<file path="src/hw/rca_pkg.sv">
// constants and types for the alarm configuration and repeat block
package rca_pkg;
  typedef logic [3:0]  rca_addr_t;
  typedef logic [15:0] rca_word_t;

  // register byte offsets
  localparam rca_addr_t OFS_CONFIG   = 4'h0;
  localparam rca_addr_t OFS_WINDOW   = 4'h4;
  localparam rca_addr_t OFS_STATUS   = 4'h8;
  localparam rca_addr_t OFS_IRQ_MASK = 4'hC;

  // configuration field positions
  localparam int unsigned BIT_ENABLE = 15;
  localparam int unsigned BIT_REPEAT = 14;
  localparam int unsigned IVL_HI     = 13;
  localparam int unsigned IVL_LO     = 10;
  localparam int unsigned PTR_HI     = 9;
  localparam int unsigned PTR_LO     = 8;
  localparam int unsigned CNT_HI     = 7;
  localparam int unsigned CNT_LO     = 0;

  // status and mask bit positions
  localparam int unsigned STAT_W     = 2;
  localparam int unsigned STAT_EVENT = 0;
  localparam int unsigned STAT_LAST  = 1;

  // values after reset and counter limits
  localparam rca_word_t         WORD_RST   = 16'h0000;
  localparam logic [STAT_W-1:0] STAT_RST   = 2'h0;
  localparam logic [7:0]        CNT_ZERO   = 8'h00;
  localparam logic [7:0]        CNT_FULL   = 8'hFF;
  localparam logic [7:0]        CNT_ONE    = 8'h01;
  localparam logic [1:0]        PTR_FLOOR  = 2'h0;
  localparam logic [1:0]        PTR_ONE    = 2'h1;
  localparam logic [3:0]        IVL_RST    = 4'h0;
  localparam int unsigned       SLOTS      = 4;

  // value window slots
  localparam logic [1:0] SLOT_MIN_SEC   = 2'h0;
  localparam logic [1:0] SLOT_WDAY_HOUR = 2'h1;
  localparam logic [1:0] SLOT_MON_DAY   = 2'h2;

  // interval select codes
  localparam logic [3:0] IVL_HALF_SEC = 4'h0;
  localparam logic [3:0] IVL_TEN_SEC  = 4'h2;
  localparam logic [3:0] IVL_MINUTE   = 4'h3;
  localparam logic [3:0] IVL_TEN_MIN  = 4'h4;
  localparam logic [3:0] IVL_HOUR     = 4'h5;
  localparam logic [3:0] IVL_MONTH    = 4'h8;
  localparam logic [3:0] IVL_YEAR     = 4'h9;

  // current calendar time, bcd fields
  typedef struct packed {
    logic       half;
    logic [7:0] sec;
    logic [7:0] min;
    logic [7:0] hour;
    logic [7:0] day;
    logic [7:0] month;
  } rca_time_s;
endpackage : rca_pkg

</file>
<file path="src/hw/rca_if.sv">
// carrier between the alarm control and the time comparator
`timescale 1ns/1ps
interface rca_if;
  import rca_pkg::*;
  rca_time_s  now;
  logic       tick;
  rca_word_t  min_sec;
  rca_word_t  wday_hour;
  rca_word_t  mon_day;
  logic [3:0] interval;
  logic       hit;

  modport ctl (output now, tick, min_sec, wday_hour, mon_day, interval, input hit);
  modport cmp (input now, tick, min_sec, wday_hour, mon_day, interval, output hit);
endinterface : rca_if

</file>
<file path="src/hw/rca_match.sv">
// time against alarm value comparator for the selected interval
`timescale 1ns/1ps
module rca_match (
  input  wire logic clk_i,
  input  wire logic rst_i,
  rca_if.cmp        m
);
  import rca_pkg::*;

  logic sec_eq;
  logic sec_ones;
  logic min_eq;
  logic min_ones;
  logic hour_eq;
  logic day_eq;
  logic mon_eq;
  logic on_sec;
  logic hit_c;

  always_comb begin
    sec_eq   = m.now.sec == m.min_sec[7:0];
    sec_ones = m.now.sec[3:0] == m.min_sec[3:0];
    min_eq   = m.now.min == m.min_sec[15:8];
    min_ones = m.now.min[3:0] == m.min_sec[11:8];
    hour_eq  = m.now.hour == m.wday_hour[7:0];
    day_eq   = m.now.day == m.mon_day[7:0];
    mon_eq   = m.now.month == m.mon_day[15:8];
    on_sec   = !m.now.half;
    // compared fields follow the interval code
    case (m.interval)
      IVL_HALF_SEC: hit_c = 1'b1;
      IVL_TEN_SEC:  hit_c = on_sec && sec_ones;
      IVL_MINUTE:   hit_c = on_sec && sec_eq;
      IVL_TEN_MIN:  hit_c = on_sec && sec_eq && min_ones;
      IVL_HOUR:     hit_c = on_sec && sec_eq && min_eq;
      // a feb 29 alarm only meets a real date in leap years
      IVL_MONTH:    hit_c = on_sec && sec_eq && min_eq && hour_eq && day_eq;
      IVL_YEAR:     hit_c = on_sec && sec_eq && min_eq && hour_eq && day_eq && mon_eq;
      default:      hit_c = 1'b0;
    endcase
  end

  assign m.hit = m.tick && hit_c;

  a_reserved_silent: assert property (
    @(posedge clk_i) disable iff (rst_i)
    (m.interval inside {4'h1, 4'h6, 4'h7, [4'hA:4'hF]}) |-> !m.hit)
    else $error("reserved interval code produced a match");

  a_half_every_tick: assert property (
    @(posedge clk_i) disable iff (rst_i)
    (m.tick && m.interval == IVL_HALF_SEC) |-> m.hit)
    else $error("half second interval missed a tick");
endmodule : rca_match

</file>
<file path="src/hw/rca_top.sv">
// alarm configuration and repeat control with register port
//
// Design decisions made here: the register offsets and the plain strobed port.
`timescale 1ns/1ps

// Contract
// - config word: enable 15, repeat 14, interval 13:10, pointer 9:8, count 7:0.
// - after an event with count zero and repeat off, clear enable.
// - no alarm events while enable is low.
// - with repeat on, count wraps from 00 to FF on the next event.
// - with repeat off, count holds at 00 and never wraps.
// - every alarm event with a nonzero count decrements the repeat count by one.
// - with repeat off, count is the number of alarms after the next one; zero means no repeat.
// - codes 0000,0010,0011,0100,0101: half s, 10 s, minute, 10 min, hour.
// - code 1000 monthly, 1001 yearly; feb 29 yearly fires every four years.
// - pointer picks window slot, steps down per window access, stops at 00.
module rca_top (
  input  wire logic              REF_CLK_I,
  input  wire logic              RESET_I,
  input  wire rca_pkg::rca_addr_t ADDR_I,
  input  wire rca_pkg::rca_word_t WDATA_I,
  input  wire logic              WR_I,
  input  wire logic              RD_I,
  output      rca_pkg::rca_word_t RDATA_O,
  input  wire logic              TICK_I,
  input  wire rca_pkg::rca_time_s TIME_I,
  output      logic              ALARM_O,
  output      logic              ENABLE_O,
  output      logic              IRQ_O
);
  import rca_pkg::*;

  rca_if link ();

  logic              alarm_enable;
  logic              repeat_on;
  logic [3:0]        alarm_interval_select;
  logic [1:0]        value_window_pointer;
  logic [7:0]        repeat_count;
  rca_word_t         alarm_value [SLOTS];
  logic [STAT_W-1:0] status;
  logic [STAT_W-1:0] irq_mask;
  rca_word_t         rdata;
  logic              alarm;

  logic              cfg_wr;
  logic              win_wr;
  logic              win_rd;
  logic              win_acc;
  logic              stat_rd;
  logic              mask_wr;
  logic              event_now;
  logic              last_now;
  rca_word_t         config_word;
  rca_word_t         next_rdata;

  // bus decode
  assign cfg_wr  = WR_I && ADDR_I == OFS_CONFIG;
  assign win_wr  = WR_I && ADDR_I == OFS_WINDOW;
  assign win_rd  = RD_I && ADDR_I == OFS_WINDOW;
  assign win_acc = win_wr || win_rd;
  assign stat_rd = RD_I && ADDR_I == OFS_STATUS;
  assign mask_wr = WR_I && ADDR_I == OFS_IRQ_MASK;

  // comparator hookup
  assign link.now       = TIME_I;
  assign link.tick      = TICK_I;
  assign link.min_sec   = alarm_value[SLOT_MIN_SEC];
  assign link.wday_hour = alarm_value[SLOT_WDAY_HOUR];
  assign link.mon_day   = alarm_value[SLOT_MON_DAY];
  assign link.interval  = alarm_interval_select;

  rca_match u_match (
    .clk_i (REF_CLK_I),
    .rst_i (RESET_I),
    .m     (link)
  );

  // events only while enabled
  assign event_now = link.hit && alarm_enable;
  // zero count without repeat marks the final alarm
  assign last_now  = event_now && repeat_count == CNT_ZERO && !repeat_on;

  // field packing of the configuration word
  assign config_word = {alarm_enable, repeat_on, alarm_interval_select,
                        value_window_pointer, repeat_count};

  // alarm enable
  always_ff @(posedge REF_CLK_I) begin
    if (RESET_I) begin
      alarm_enable <= 1'b0;
    end else if (cfg_wr) begin
      alarm_enable <= WDATA_I[BIT_ENABLE];
    end else if (last_now) begin
      alarm_enable <= 1'b0;
    end
  end

  // repeat option and interval select
  always_ff @(posedge REF_CLK_I) begin
    if (RESET_I) begin
      repeat_on             <= 1'b0;
      alarm_interval_select <= IVL_RST;
    end else if (cfg_wr) begin
      repeat_on             <= WDATA_I[BIT_REPEAT];
      alarm_interval_select <= WDATA_I[IVL_HI:IVL_LO];
    end
  end

  // repeat counter
  always_ff @(posedge REF_CLK_I) begin
    if (RESET_I) begin
      repeat_count <= CNT_ZERO;
    end else if (cfg_wr) begin
      repeat_count <= WDATA_I[CNT_HI:CNT_LO];
    end else if (event_now) begin
      if (repeat_count != CNT_ZERO) begin
        repeat_count <= repeat_count - CNT_ONE;
      end else if (repeat_on) begin
        repeat_count <= CNT_FULL;
      end else begin
        repeat_count <= CNT_ZERO;
      end
    end
  end

  // value window pointer
  always_ff @(posedge REF_CLK_I) begin
    if (RESET_I) begin
      value_window_pointer <= PTR_FLOOR;
    end else if (cfg_wr) begin
      value_window_pointer <= WDATA_I[PTR_HI:PTR_LO];
    end else if (win_acc && value_window_pointer != PTR_FLOOR) begin
      value_window_pointer <= value_window_pointer - PTR_ONE;
    end
  end

  // alarm value slots behind the window
  always_ff @(posedge REF_CLK_I) begin
    if (RESET_I) begin
      for (int i = 0; i < SLOTS; i++) begin
        alarm_value[i] <= WORD_RST;
      end
    end else if (win_wr) begin
      alarm_value[value_window_pointer] <= WDATA_I;
    end
  end

  // sticky status, set beats read clear
  always_ff @(posedge REF_CLK_I) begin
    if (RESET_I) begin
      status <= STAT_RST;
    end else begin
      status[STAT_EVENT] <= event_now || (status[STAT_EVENT] && !stat_rd);
      status[STAT_LAST]  <= last_now || (status[STAT_LAST] && !stat_rd);
    end
  end

  // interrupt mask
  always_ff @(posedge REF_CLK_I) begin
    if (RESET_I) begin
      irq_mask <= STAT_RST;
    end else if (mask_wr) begin
      irq_mask <= WDATA_I[STAT_W-1:0];
    end
  end

  // read mux, unmapped reads give zero
  always_comb begin
    next_rdata = WORD_RST;
    if (RD_I) begin
      case (ADDR_I)
        OFS_CONFIG:   next_rdata = config_word;
        OFS_WINDOW:   next_rdata = alarm_value[value_window_pointer];
        OFS_STATUS:   next_rdata = {{(16 - STAT_W){1'b0}}, status};
        OFS_IRQ_MASK: next_rdata = {{(16 - STAT_W){1'b0}}, irq_mask};
        default:      next_rdata = WORD_RST;
      endcase
    end
  end

  // read data valid only in the cycle after the strobe
  always_ff @(posedge REF_CLK_I) begin
    if (RESET_I) begin
      rdata <= WORD_RST;
    end else begin
      rdata <= next_rdata;
    end
  end

  // alarm pulse
  always_ff @(posedge REF_CLK_I) begin
    if (RESET_I) begin
      alarm <= 1'b0;
    end else begin
      alarm <= event_now;
    end
  end

  assign RDATA_O  = rdata;
  assign ALARM_O  = alarm;
  assign ENABLE_O = alarm_enable;
  assign IRQ_O    = |(status & irq_mask);

  a_enable_autoclear: assert property (
    @(posedge REF_CLK_I) disable iff (RESET_I)
    (event_now && repeat_count == CNT_ZERO && !repeat_on && !cfg_wr)
      |=> !alarm_enable && !ENABLE_O)
    else $error("enable not cleared after final alarm");

  a_enable_kept: assert property (
    @(posedge REF_CLK_I) disable iff (RESET_I)
    (alarm_enable && !cfg_wr && (repeat_count != CNT_ZERO || repeat_on))
      |=> alarm_enable)
    else $error("enable dropped while repeats remain");

  a_no_alarm_off: assert property (
    @(posedge REF_CLK_I) disable iff (RESET_I)
    !alarm_enable |=> !ALARM_O)
    else $error("alarm pulse while disabled");

  a_count_wrap: assert property (
    @(posedge REF_CLK_I) disable iff (RESET_I)
    (event_now && repeat_on && repeat_count == CNT_ZERO && !cfg_wr)
      |=> repeat_count == CNT_FULL)
    else $error("count did not wrap under repeat");

  a_count_hold: assert property (
    @(posedge REF_CLK_I) disable iff (RESET_I)
    (!repeat_on && repeat_count == CNT_ZERO && !cfg_wr)
      |=> repeat_count == CNT_ZERO)
    else $error("count left zero without repeat");

  a_count_step: assert property (
    @(posedge REF_CLK_I) disable iff (RESET_I)
    (event_now && repeat_count != CNT_ZERO && !cfg_wr)
      |=> repeat_count == $past(repeat_count) - CNT_ONE)
    else $error("count not decremented on event");

  a_count_still: assert property (
    @(posedge REF_CLK_I) disable iff (RESET_I)
    (!event_now && !cfg_wr) |=> $stable(repeat_count))
    else $error("count moved without an event");

  a_ptr_step: assert property (
    @(posedge REF_CLK_I) disable iff (RESET_I)
    (win_acc && value_window_pointer != PTR_FLOOR)
      |=> value_window_pointer == $past(value_window_pointer) - PTR_ONE)
    else $error("pointer not stepped on window access");

  a_ptr_floor: assert property (
    @(posedge REF_CLK_I) disable iff (RESET_I)
    (win_acc && value_window_pointer == PTR_FLOOR) |=> value_window_pointer == PTR_FLOOR)
    else $error("pointer went below floor");

  a_window_read: assert property (
    @(posedge REF_CLK_I) disable iff (RESET_I)
    win_rd |=> RDATA_O == $past(alarm_value[value_window_pointer]))
    else $error("window read returned wrong slot");

  a_config_fields: assert property (
    @(posedge REF_CLK_I) disable iff (RESET_I)
    cfg_wr ##1 RD_I && ADDR_I == OFS_CONFIG && !event_now
      |=> RDATA_O == $past(WDATA_I, 2))
    else $error("config readback differs from written word");

  a_status_sticky: assert property (
    @(posedge REF_CLK_I) disable iff (RESET_I)
    event_now |=> status[STAT_EVENT] && IRQ_O == irq_mask[STAT_EVENT] || status[STAT_LAST])
    else $error("event not recorded in status");

  a_alarm_pulse: assert property (
    @(posedge REF_CLK_I) disable iff (RESET_I)
    event_now |=> ALARM_O)
    else $error("alarm pulse missing after event");

  a_alarm_needs_hit: assert property (
    @(posedge REF_CLK_I) disable iff (RESET_I)
    !link.hit |=> !ALARM_O)
    else $error("alarm pulse without a time match");

  a_enable_write: assert property (
    @(posedge REF_CLK_I) disable iff (RESET_I)
    cfg_wr |=> alarm_enable == $past(WDATA_I[BIT_ENABLE]))
    else $error("enable bit not taken from write");

  a_fields_write: assert property (
    @(posedge REF_CLK_I) disable iff (RESET_I)
    cfg_wr |=> {repeat_on, alarm_interval_select, value_window_pointer, repeat_count}
      == $past(WDATA_I[BIT_REPEAT:CNT_LO]))
    else $error("config fields not taken from write");

  a_setup_still: assert property (
    @(posedge REF_CLK_I) disable iff (RESET_I)
    !cfg_wr |=> $stable(alarm_interval_select) && $stable(repeat_on))
    else $error("interval or repeat option moved without a write");

  a_enable_no_set: assert property (
    @(posedge REF_CLK_I) disable iff (RESET_I)
    (!alarm_enable && !cfg_wr) |=> !alarm_enable)
    else $error("enable rose without a write");

  a_last_status: assert property (
    @(posedge REF_CLK_I) disable iff (RESET_I)
    last_now |=> status[STAT_LAST])
    else $error("final alarm not recorded in status");

  a_event_status: assert property (
    @(posedge REF_CLK_I) disable iff (RESET_I)
    event_now |=> status[STAT_EVENT])
    else $error("event bit not set after event");

  a_status_clear: assert property (
    @(posedge REF_CLK_I) disable iff (RESET_I)
    (stat_rd && !event_now) |=> !status[STAT_EVENT])
    else $error("status read did not clear event bit");

  a_status_kept: assert property (
    @(posedge REF_CLK_I) disable iff (RESET_I)
    (status[STAT_EVENT] && !stat_rd) |=> status[STAT_EVENT])
    else $error("event bit lost without a read");

  a_irq_quiet: assert property (
    @(posedge REF_CLK_I) disable iff (RESET_I)
    status == STAT_RST |-> !IRQ_O)
    else $error("interrupt with empty status");

  a_irq_raise: assert property (
    @(posedge REF_CLK_I) disable iff (RESET_I)
    (status[STAT_EVENT] && irq_mask[STAT_EVENT]) |-> IRQ_O)
    else $error("unmasked event did not raise interrupt");

  a_ptr_idle: assert property (
    @(posedge REF_CLK_I) disable iff (RESET_I)
    (!win_acc && !cfg_wr) |=> $stable(value_window_pointer))
    else $error("pointer moved without window access");

  a_slots_idle: assert property (
    @(posedge REF_CLK_I) disable iff (RESET_I)
    !win_wr |=> $stable(link.min_sec) && $stable(link.wday_hour) && $stable(link.mon_day))
    else $error("alarm value changed without window write");

  a_rdata_idle: assert property (
    @(posedge REF_CLK_I) disable iff (RESET_I)
    !RD_I |=> RDATA_O == WORD_RST)
    else $error("read data not zero outside a read");
endmodule : rca_top

</file>
<file path="config.mk">
export PLATFORM = sky130hd
export DESIGN_NAME = rca_top
export DESIGN_NICKNAME = d
export VERILOG_FILES = /design/src/hw/rca_pkg.sv /design/src/hw/rca_if.sv /design/src/hw/rca_match.sv /design/src/hw/rca_top.sv
export SDC_FILE = /design/constraint.sdc
export NUM_CORES = 1
export LEC_CHECK = 0
export BUFFER_PORTS_ARGS = -buffer_cell sky130_fd_sc_hd__buf_2
export CELL_PAD_IN_SITES_DETAIL_PLACEMENT = 2
export CELL_PAD_IN_SITES_GLOBAL_PLACEMENT = 2
export CORE_MARGIN = 10
export CORE_UTILIZATION = 35
export DETAILED_ROUTE_END_ITERATION = 8
export PLACE_DENSITY = 0.73
export SYNTH_ARGS = -nofsm -noshare
export SYNTH_HDL_FRONTEND = slang
export SYNTH_SLANG_ARGS = --single-unit
</file>
<file path="constraint.sdc">
create_clock -name REF_CLK_I -period 2.8 [get_ports REF_CLK_I]
set_clock_uncertainty 0.15 [all_clocks]
set_input_delay 0.56 -clock REF_CLK_I [delete_from_list [all_inputs] [get_ports REF_CLK_I]]
set_output_delay 0.56 -clock REF_CLK_I [all_outputs]
set_load 0.01 [all_outputs]
</file>
---- After elaboration in Yosys (flattened, before gate mapping) ----
Memories as Yosys holds them, arrays and structs flattened. A register that Yosys moved wholly into a read port is not among the register bits.
Index checks and enable logic that the tools add are counted.
word-level totals
  register bits after elaboration ......... 37
  bits in latches ......................... 0
  RAM bits ................................ 64
  memory bits (read-only) ................. 0
  bits of input ports ..................... 66
  output and inout port bits .............. 19
  logic and storage cells ................. 86
  memories kept ........................... 1
memory list
  memory       depth  width  read ports  clocked after Yosys merged registers in  wr ports  line           source
  alarm_value  4      16     4           1                                        4         rca_top.sv:40  rca_word_t alarm_value [SLOTS];
cells by class
  $add $sub $neg .......................... 2
  multipliers ............................. 0
  divide/modulo/power cells ............... 0
  magnitude comparators ................... 0
  equal/unequal tests ..................... 16
  shift operators ......................... 0
  muxes and demuxes ....................... 20
  bitwise logic cells ..................... 2
  reductions and logical operators ........ 36
operators by type and width
  cell                                                                 count
  16-bit one-hot mux with 4 select lines                               1
  8-bit == test                                                        5
  8-bit 2-to-1 mux                                                     4
  1-bit logical AND                                                    19
  4-bit == test (second input constant)                                4
  16-bit 2-to-1 mux                                                    1
  16-bit OR reduction                                                  1
  4-bit by 3-bit == test with 1-bit output (second input constant)     3
  2-bit 2-to-1 mux                                                     5
  4-bit by 2-bit == test with 1-bit output (second input constant)     2
  4-bit == test                                                        2
  4-bit zero test                                                      2
  8-bit zero test                                                      1
  1-bit 2-to-1 mux                                                     8
  2-bit nonzero test                                                   4
  8-bit nonzero test                                                   1
  8-bit by 1-bit subtractor with 8-bit output (second input constant)  1
  1-bit one-hot mux with 7 select lines                                1
  2-bit OR reduction                                                   2
  1-bit zero test                                                      3
  1-bit logical OR                                                     3
  2-bit AND                                                            1
  2-bit by 1-bit subtractor with 2-bit output (second input constant)  1
  1-bit inverter                                                       1

---- Depth between registers and ports, before layout ----
Gate-level depths: netlist of the first run.
  depth in word-level cells ............... 13
  mapped depth ............................ 9
  gate-level depth less buffers ........... 7

---- Hierarchy ----
From an unflattened synthesis of the first run, not the netlist that was laid out.
second synthesis, totals
  cell total of the unflattened synthesis .. 433
  area, all modules ....................... 5,106.1 sq um
modules (own cells, without submodules)
  module     instances  cells each  area an instance (sq um)  sequential area each (sq um)
  rca_top    1          363         4,576.9                   2,702.6
  rca_match  1          70          529.3                     0.0

---- Least setup slack after synthesis of the first run ----
No wires, ideal clock.
  kind .................................... input to register
  start ................................... in ADDR_I[3]
  end ..................................... mem alarm_value[0][0] in the netlist's numbering, enable pin
  library setup time ...................... 0.334 ns
  arrival time ............................ 1.963 ns
  required time ........................... 2.316 ns
  path slack .............................. 0.353 ns
  stages on the path ...................... 5
  path buffers ............................ 1
  path through ............................ buf_2 > nor4b_4 > nand2_2 > nor4_4 > or2_2
RTL lines
  element             line           source
  start: declaration  rca_top.sv:20  input wire rca_pkg::rca_addr_t ADDR_I,
  end: declaration    rca_top.sv:40

==> reports/results.md, run 1 <==
| Stage | Quantity | This run |
|---|---|---|
| sta | Unrepaired setup endpoints after global routing | no |
| synth | Commonest cells in the netlist | and2_1, edfxtp_1, dfxtp_1, nor2_1, xor2_1 |
| synth | Register bit count reported by yosys | 103 |
| worst setup path | Slowest cell on the critical path | edfxtp_1 |
| worst setup path | Kind of capture point of the worst setup path | flop |
| worst setup path | Data required, critical path | 2.86 ns |
| route | Average vias per placed instance | 5.37 |
| sta | Max frequency | 372 MHz |
| worst setup path | Slowest stage delay, CP | 0.41 ns |
| synth | Simple logic cell fraction of the synthesized area | 0.193 |
| worst setup path | Length in cells of the worst reg-to-reg path | 9 |
| sta | Count of endpoints failing hold in the final timing report | 0 |
| worst setup path | WP depth | 9 |
| worst setup path | Crit-path max FO | 8 |
| status | Run status | finished clean |
| synth | Dominant combinational cell family by area after synthesis | simple AND/OR/NAND/NOR gates |
| cts | Latest clock arrival within the worst-skew pair | 0.36 ns |
| route | WL/cell | 24.5 um |
| floorplan | Horizontal die dimension | 140 um |
| sta | Min cycle time layout | 2.69 ns |
| worst setup path | Endpoint of the worst register-to-register path | ENABLE_O |
| synth | Net count after synthesis | 489 |
| global routing | Initial antenna violation count | 0 |
| synth | XOR/XNOR share of the synthesized area | 0.0725 |
| synth | Most frequent cell after synthesis | and2_1 |
| placement | Gp weighted congestion | 0.799 |
| route | DRT Wirelength | 17200 um |
| synth | Unique masters post-synth | 51 |
| worst setup path | Nature of the critical path startpoint | flop |
| sta | Period Utilization, post-route | 0.961 |
| route | Detail Route Antenna Nets | 0 |
| global routing | Global routing usage summed across all routing layers | 0.175 |
| sta | Final number of max-transition violations | 0 |
| power | Power per standard cell area | 517 mW/mm2 |
| worst setup path | Count of buffer and inverter cells on the critical path | 2 |
| global routing | Maximum number of pins on one net before global-route repair | 27 |
| synth | Gate count after technology mapping | 420 |
| floorplan | Die Y-Extent | 140 um |
| synth | Mean instance size in the synthesized netlist | 12.1 um2 |
| placement | Cell count after placement | 687 |
| synth | Number of synthesized flops with an enable pin | 64 |
| final layout | Multi-input gate area in the final layout | 0.00226 mm2 |
| worst setup path | Critical Path AT | 2.75 ns |
| floorplan | # IOs | 85 |
| power | Overall power | 3.15 mW |
| synth | Cell area after technology mapping | 0.00507 mm2 |
| synth | Share of flip-flops with an asynchronous set or reset | 0 |
| job | MaxCap Viol Count | 0 |
| synth | Ys flop type | edfxtp_1 |
| synth | Synthesized-area fraction occupied by adder cells | 0.00740 |
| final layout | Synth-to-layout area growth | 19.9% |
| cts | Num CTS Buffers | 9 |
| floorplan | Total Die Area | 0.0197 mm2 |
| sta | WHS | 0.342 ns |
| global routing | Via count of the first global-routing pass | 4278 |
| synth | Top cell type's share of synthesized area | 0.379 |
| global routing | Overflow after GRT | 0 |
| cts | H-tree lvl count | 3 |
| global routing | Global-route wire length before repair | 26100 um |
| route | Total via count in the routed design | 3773 |
| final layout | Number of inserted filler cells in the final layout | 1477 |
| synth | Area fraction in compound gates after synthesis | 0.0893 |
| cts | Clock tree from TritonCTS | done |
| power | Worst vdd ir | 0.000326 V |
| worst setup path | CP Launch Point | alarm_value[2][14] |
| worst setup path | Setup slack, reg-to-reg | 0.11 ns |
| worst setup path | Critical path class | reg2reg |
| worst setup path | Crit-path cells | xor2_1 -> nor4_1 -> buf_4 -> a21oi_1 -> o31ai_1 -> a31oi_2 -> buf_4 -> o311ai_0 -> a21oi_1 |
| hold path | Class of the worst hold path | in2reg |
| synth | Dominant cells by area after synthesis | edfxtp_1, dfxtp_1, and2_1 |
| sta | Worst slew slack as a fraction of its limit | 0.570 |
| worst setup path | Reg2Reg Launch Point | alarm_value[2][14] |
| route | Post-route DRC violation count | 0 |
| worst setup path | Critical Path Sink | ENABLE_O |
| final layout | Nets | 587 |
| synth | Number of warnings issued by yosys | 0 |
| synth | Multiplexer area fraction after synthesis | 0.0794 |
| final layout | Final std cells w/o fill | 703 |
| worst setup path | Cell type group with the largest total delay on the critical path | compound AO/OA/AOI/OAI gates |
| floorplan | Number of rows created at floorplan | 43 |
| route | Pre-antenna DRT Iters | 4 |
| synth | Leading area contributor after synthesis | edfxtp_1 |
| final layout | Proportion of layout cells with a drive suffix above 1 | 0.296 |
| final layout | Number of inserted diodes | 0 |
| power | Standby leakage power | 2.30 nW |
| cts | Clock Tree Root | clkbuf_16 |
| sta | Final setup violating endpoints | 0 |
| final layout | Area of all sequential standard cells | 0.00270 mm2 |
| placement | Detailed-placement wirelength estimate | 12700 um |
| floorplan | Initial core utilization | 0.361 |
| cts | Clock transition at the registers of the reported paths | 0.07 ns |
| cts | Count of clock tree sinks | 103 |
| cts | Setup repair bufs after CTS | 0 |
| route | Drt first-iter violations | 234 |
| cts | Maximum buffer depth of the clock tree | 2 |
| floorplan | Core ar. | 0.0140 mm2 |
| synth | Share of the yosys chip area belonging to registers | 0.533 |
| sta | Worst-margin pin slew | 0.640 ns |
| placement | Number of input and output port buffers inserted | 84 |
worst min path at each step:
stage                 from                        to  slack [ns]  depth (start not counted)
2_1_floorplan    status[1]                 status[1]        0.30                          2
3_3_place_gp     status[0]                 status[0]        0.32                          2
3_5_place_dp     status[0]                 status[0]        0.34                          2
4_1_cts        WDATA_I[12]  alarm_interval_select[2]        0.33                          3
5_1_grt        WDATA_I[14]                 repeat_on        0.36                          3
6_report       WDATA_I[12]  alarm_interval_select[2]        0.34                          3
stage by stage:
step | area (um2) | util | setup slack [ns] | TNS, ns
floorplan | 5070 | - | 0.353 | 0
global placement | 5800 | 0.413 | 0.0111 | 0
detailed placement | 5800 | 0.413 | -0.108 | -0.289
CTS | 6070 | 0.432 | 0.0504 | 0
global route | 6090 | 0.433 | 0.0107 | 0
finish | 6090 | 0.433 | 0.110 | 0
report_power, final:
part / internal, mW / switching, mW / leakage (nW)
Clock: 0.622 / 0.566 / 0.130
Combinational: 0.115 / 0.161 / 1.21
Sequential: 1.65 / 0.0326 / 0.961
Total: 2.39 / 0.759 / 2.30
flip-flops by register name (all words and copies together), names as in the netlist, named ones only:
signal and count:
value_window_pointer 2, repeat_count 8, irq_mask 2, ALARM_O 1, alarm_value 64, status 2
alarm_interval_select 4, repeat_on 1, ENABLE_O 1, RDATA_O 16
what timing repair did:
| action | in CTS | in global routing |
|---|---|---|
| hold buffers | 0 | 0 |
| setup endpoints to repair | 0 | 7 |
| resized for setup | 0 | 3 |
cell type report:
type / count / area share
flip-flops and latches: 103 / 0.444
clock inverters: 4 / 0.00350
well taps: 180 / 0.0370
repair buffers: 109 / 0.0999
inverters: 6 / 0.00370
multi-input cells: 289 / 0.371
clock buffers: 12 / 0.0405
worst min-delay path, stage by stage:
cell,delay [ns]
buf_2,0.12
nand2_1,0.07
a21oi_1,0.06
layout by cell type, fill, tap and decap left out, types with 3 or more instances in the layout:
master / netlist / layout
a22o_1: 3 / 3
edfxtp_1: 64 / 64
ha_1: 3 / 3
and3_1: 3 / 3
nor4_4: 4 / 4
a21oi_1: 12 / 12
nand2_1: 20 / 20
buf_4: 0 / 25
mux4_2: 16 / 16
nand2b_1: 3 / 3
a221o_1: 6 / 6
inv_1: 6 / 6
o21ai_0: 5 / 5
nand4_1: 5 / 5
and2_1: 69 / 69
nor4_1: 8 / 5
xor2_1: 27 / 27
or2_2: 3 / 3
nor2_1: 33 / 33
buf_2: 3 / 84
or3_1: 3 / 3
xnor2_1: 15 / 15
clkbuf_16: 0 / 9
nor4_2: 0 / 3
nand3_1: 3 / 3
dfxtp_1: 39 / 39
a22oi_1: 16 / 16
layer usage:
layer,routed length [um],vias to the layer above,part of all wire,GRT usage
li1,-,1731,-,-
met1,7360,1935,0.43,0.208
met2,8750,85,0.51,0.302
met3,797,22,0.046,0.0341
met4,334,0,0.019,0.0679
met5,0,-,0,0
cell families (layout without fill, tap and decap cells):
| family | count (synthesis) | after routing |
|---|---|---|
| buffers and inverters | 28 | 131 |
| DFF | 103 | 103 |
| muxes | 20 | 20 |
| AOI/OAI and AO/OA | 60 | 60 |
| xor gates and xnor gates | 42 | 42 |
| adders and majority gates | 3 | 3 |
| and+or+nand+nor | 164 | 164 |
No activity file was read; power rests on OpenSTA's default activity.
==> run 2: changes to the inputs <==
Settings changed: PLACE_DENSITY 0.73 to 0.8.
==> reports/results.md, run 2 (synthesis gave the netlist of run 1 again) <==
| Stage | Quantity | This run |
|---|---|---|
| route | WL/cell | 27.1 um |
| cts | H-tree lvl count | 3 |
| hold path | Class of the worst hold path | in2reg |
| final layout | Biggest register | alarm_value |
| sta | Final setup violating endpoints | 0 |
| final layout | Proportion of layout cells with a drive suffix above 1 | 0.299 |
| floorplan | Core ar. | 0.0140 mm2 |
| placement | Detailed-placement wirelength estimate | 13300 um |
| cts | CTS hold repair buffers | 0 |
| final layout | Number of inserted diodes | 0 |
| cts | Clock transition at the registers of the reported paths | 0.07 ns |
| floorplan | Die Y-Extent | 140 um |
| final layout | Max FFs per register | 64 |
| power | Power per standard cell area | 524 mW/mm2 |
| final layout | Final std cells w/o fill | 705 |
| sta | Count of endpoints failing hold in the final timing report | 0 |
| worst setup path | Crit-path max FO | 7 |
| worst setup path | Nature of the critical path startpoint | flop |
| cts | Maximum buffer depth of the clock tree | 2 |
| floorplan | # IOs | 85 |
| worst setup path | Kind of capture point of the worst setup path | flop |
| power | Worst vdd ir | 0.000268 V |
| job | MaxCap Viol Count | 0 |
| route | Average vias per placed instance | 5.64 |
| placement | Number of input and output port buffers inserted | 84 |
| global routing | Via count of the first global-routing pass | 4615 |
| sta | Period Utilization, post-route | 0.934 |
| floorplan | Number of rows created at floorplan | 43 |
| floorplan | Initial core utilization | 0.361 |
| global routing | Overflow after GRT | 0 |
| final layout | Synth-to-layout area growth | 20.6% |
| route | Pre-antenna DRT Iters | 5 |
| route | Detail Route Antenna Nets | 0 |
| route | DRT Wirelength | 19100 um |
| worst setup path | Data required, critical path | 2.89 ns |
| cts | Num CTS Buffers | 9 |
| sta | Max frequency | 382 MHz |
| sta | Min cycle time layout | 2.62 ns |
| cts | Quantity of gates resized following cts | 1 |
| placement | Cell count after placement | 689 |
| sta | Worst slew slack as a fraction of its limit | 0.549 |
| floorplan | Horizontal die dimension | 140 um |
| route | Drt first-iter violations | 350 |
| final layout | Top library cells by usage in the layout, fill and taps aside | buf_2, and2_1, edfxtp_1 |
| sta | Worst-margin pin slew | 0.670 ns |
| cts | Clock Tree Root | clkbuf_16 |
| status | Run status | finished clean |
| worst setup path | Critical path class | reg2reg |
| worst setup path | Critical Path AT | 2.71 ns |
| floorplan | Total Die Area | 0.0197 mm2 |
| cts | Latest clock arrival within the worst-skew pair | 0.36 ns |
| global routing | Initial antenna violation count | 0 |
| final layout | Nets | 589 |
| placement | Gp weighted congestion | 0.858 |
| final layout | Leading cell type in the layout, fill and taps excluded | buf_2 |
| global routing | Global routing usage summed across all routing layers | 0.193 |
| power | Standby leakage power | 2.32 nW |
| cts | Setup repair bufs after CTS | 0 |
| route | Total via count in the routed design | 3978 |
| cts | Clock tree from TritonCTS | done |
| route | Post-route DRC violation count | 0 |
| global routing | Maximum number of pins on one net before global-route repair | 27 |
| sta | Final number of max-transition violations | 0 |
| power | Overall power | 3.21 mW |
| cts | Count of clock tree sinks | 103 |
| sta | Unrepaired setup endpoints after global routing | no |
| global routing | Global-route wire length before repair | 28900 um |
-- run 2: cell count changes in the layout (fill, tap and decap cells not counted), sizes merged --
cell | previous run | this run
buf | 109 | 111
inv | 6 | 7
clkinv | 3 | 1
clkinvlp | 1 | 0
clkbuf | 12 | 14
-- run 2: path summary, 6_finish.rpt --
kind	start	to	slack, ns	cells past startpoint
setup reg to reg	alarm_value[0][6]	repeat_count[2]	0.18	8
setup / recovery	alarm_value[0][6]	repeat_count[2]	0.18	8
hold reg to reg	status[0]	status[0]	0.39	2
hold / removal	WDATA_I[12]	alarm_interval_select[2]	0.33	3
-- run 2: cell type report --
type | count | area, um2
Fill cell | 1454 | 7920
Sequential cell | 103 | 2700
Multi-Input combinational cell | 289 | 2260
Timing Repair Buffer | 111 | 636
Clock buffer | 14 | 264
Tap cell | 180 | 225
Inverter | 6 | 22.5
Clock inverter | 2 | 13.8
-- run 2: where the power goes --
| part | switching (mW) | total (mW) | leakage, nW | internal [mW] |
|---|---|---|---|---|
| combinational | 0.170 | 0.289 | 1.23 | 0.119 |
| clock | 0.578 | 1.23 | 0.137 | 0.656 |
| sequential | 0.0340 | 1.68 | 0.961 | 1.65 |
| total | 0.782 | 3.21 | 2.32 | 2.43 |
-- run 2: critical path, cell delays in order (launching register included) --
cell and delay (ns):
edfxtp_1 0.43, xor2_1 0.19, nor4_2 0.31, buf_4 0.19, nand4_1 0.11, nor4_2 0.24
a31oi_2 0.22, and2_1 0.28, a221o_1 0.38
-- run 2: routing by layer --
metal	wire, um	GRT usage	up-vias	share of wire
met5	0	0	-	0
met4	423	0.0630	0	0.022
met3	761	0.0368	28	0.040
met2	10200	0.350	114	0.54
met1	7670	0.222	2104	0.40
li1	-	-	1732	-
-- run 2: stage by stage --
stage	TNS (ns)	area [um2]	hold slack, ns	utilization	setup WS (ns)
after floorplan	0	5070	0.297	-	0.353
after global placement	-0.238	5830	0.333	0.415	-0.0408
after detailed placement	-1.17	5830	0.349	0.415	-0.170
after CTS	0	6110	0.327	0.435	0.0868
after global routing	0	6120	0.348	0.436	0.0413
final	0	6120	0.327	0.436	0.184
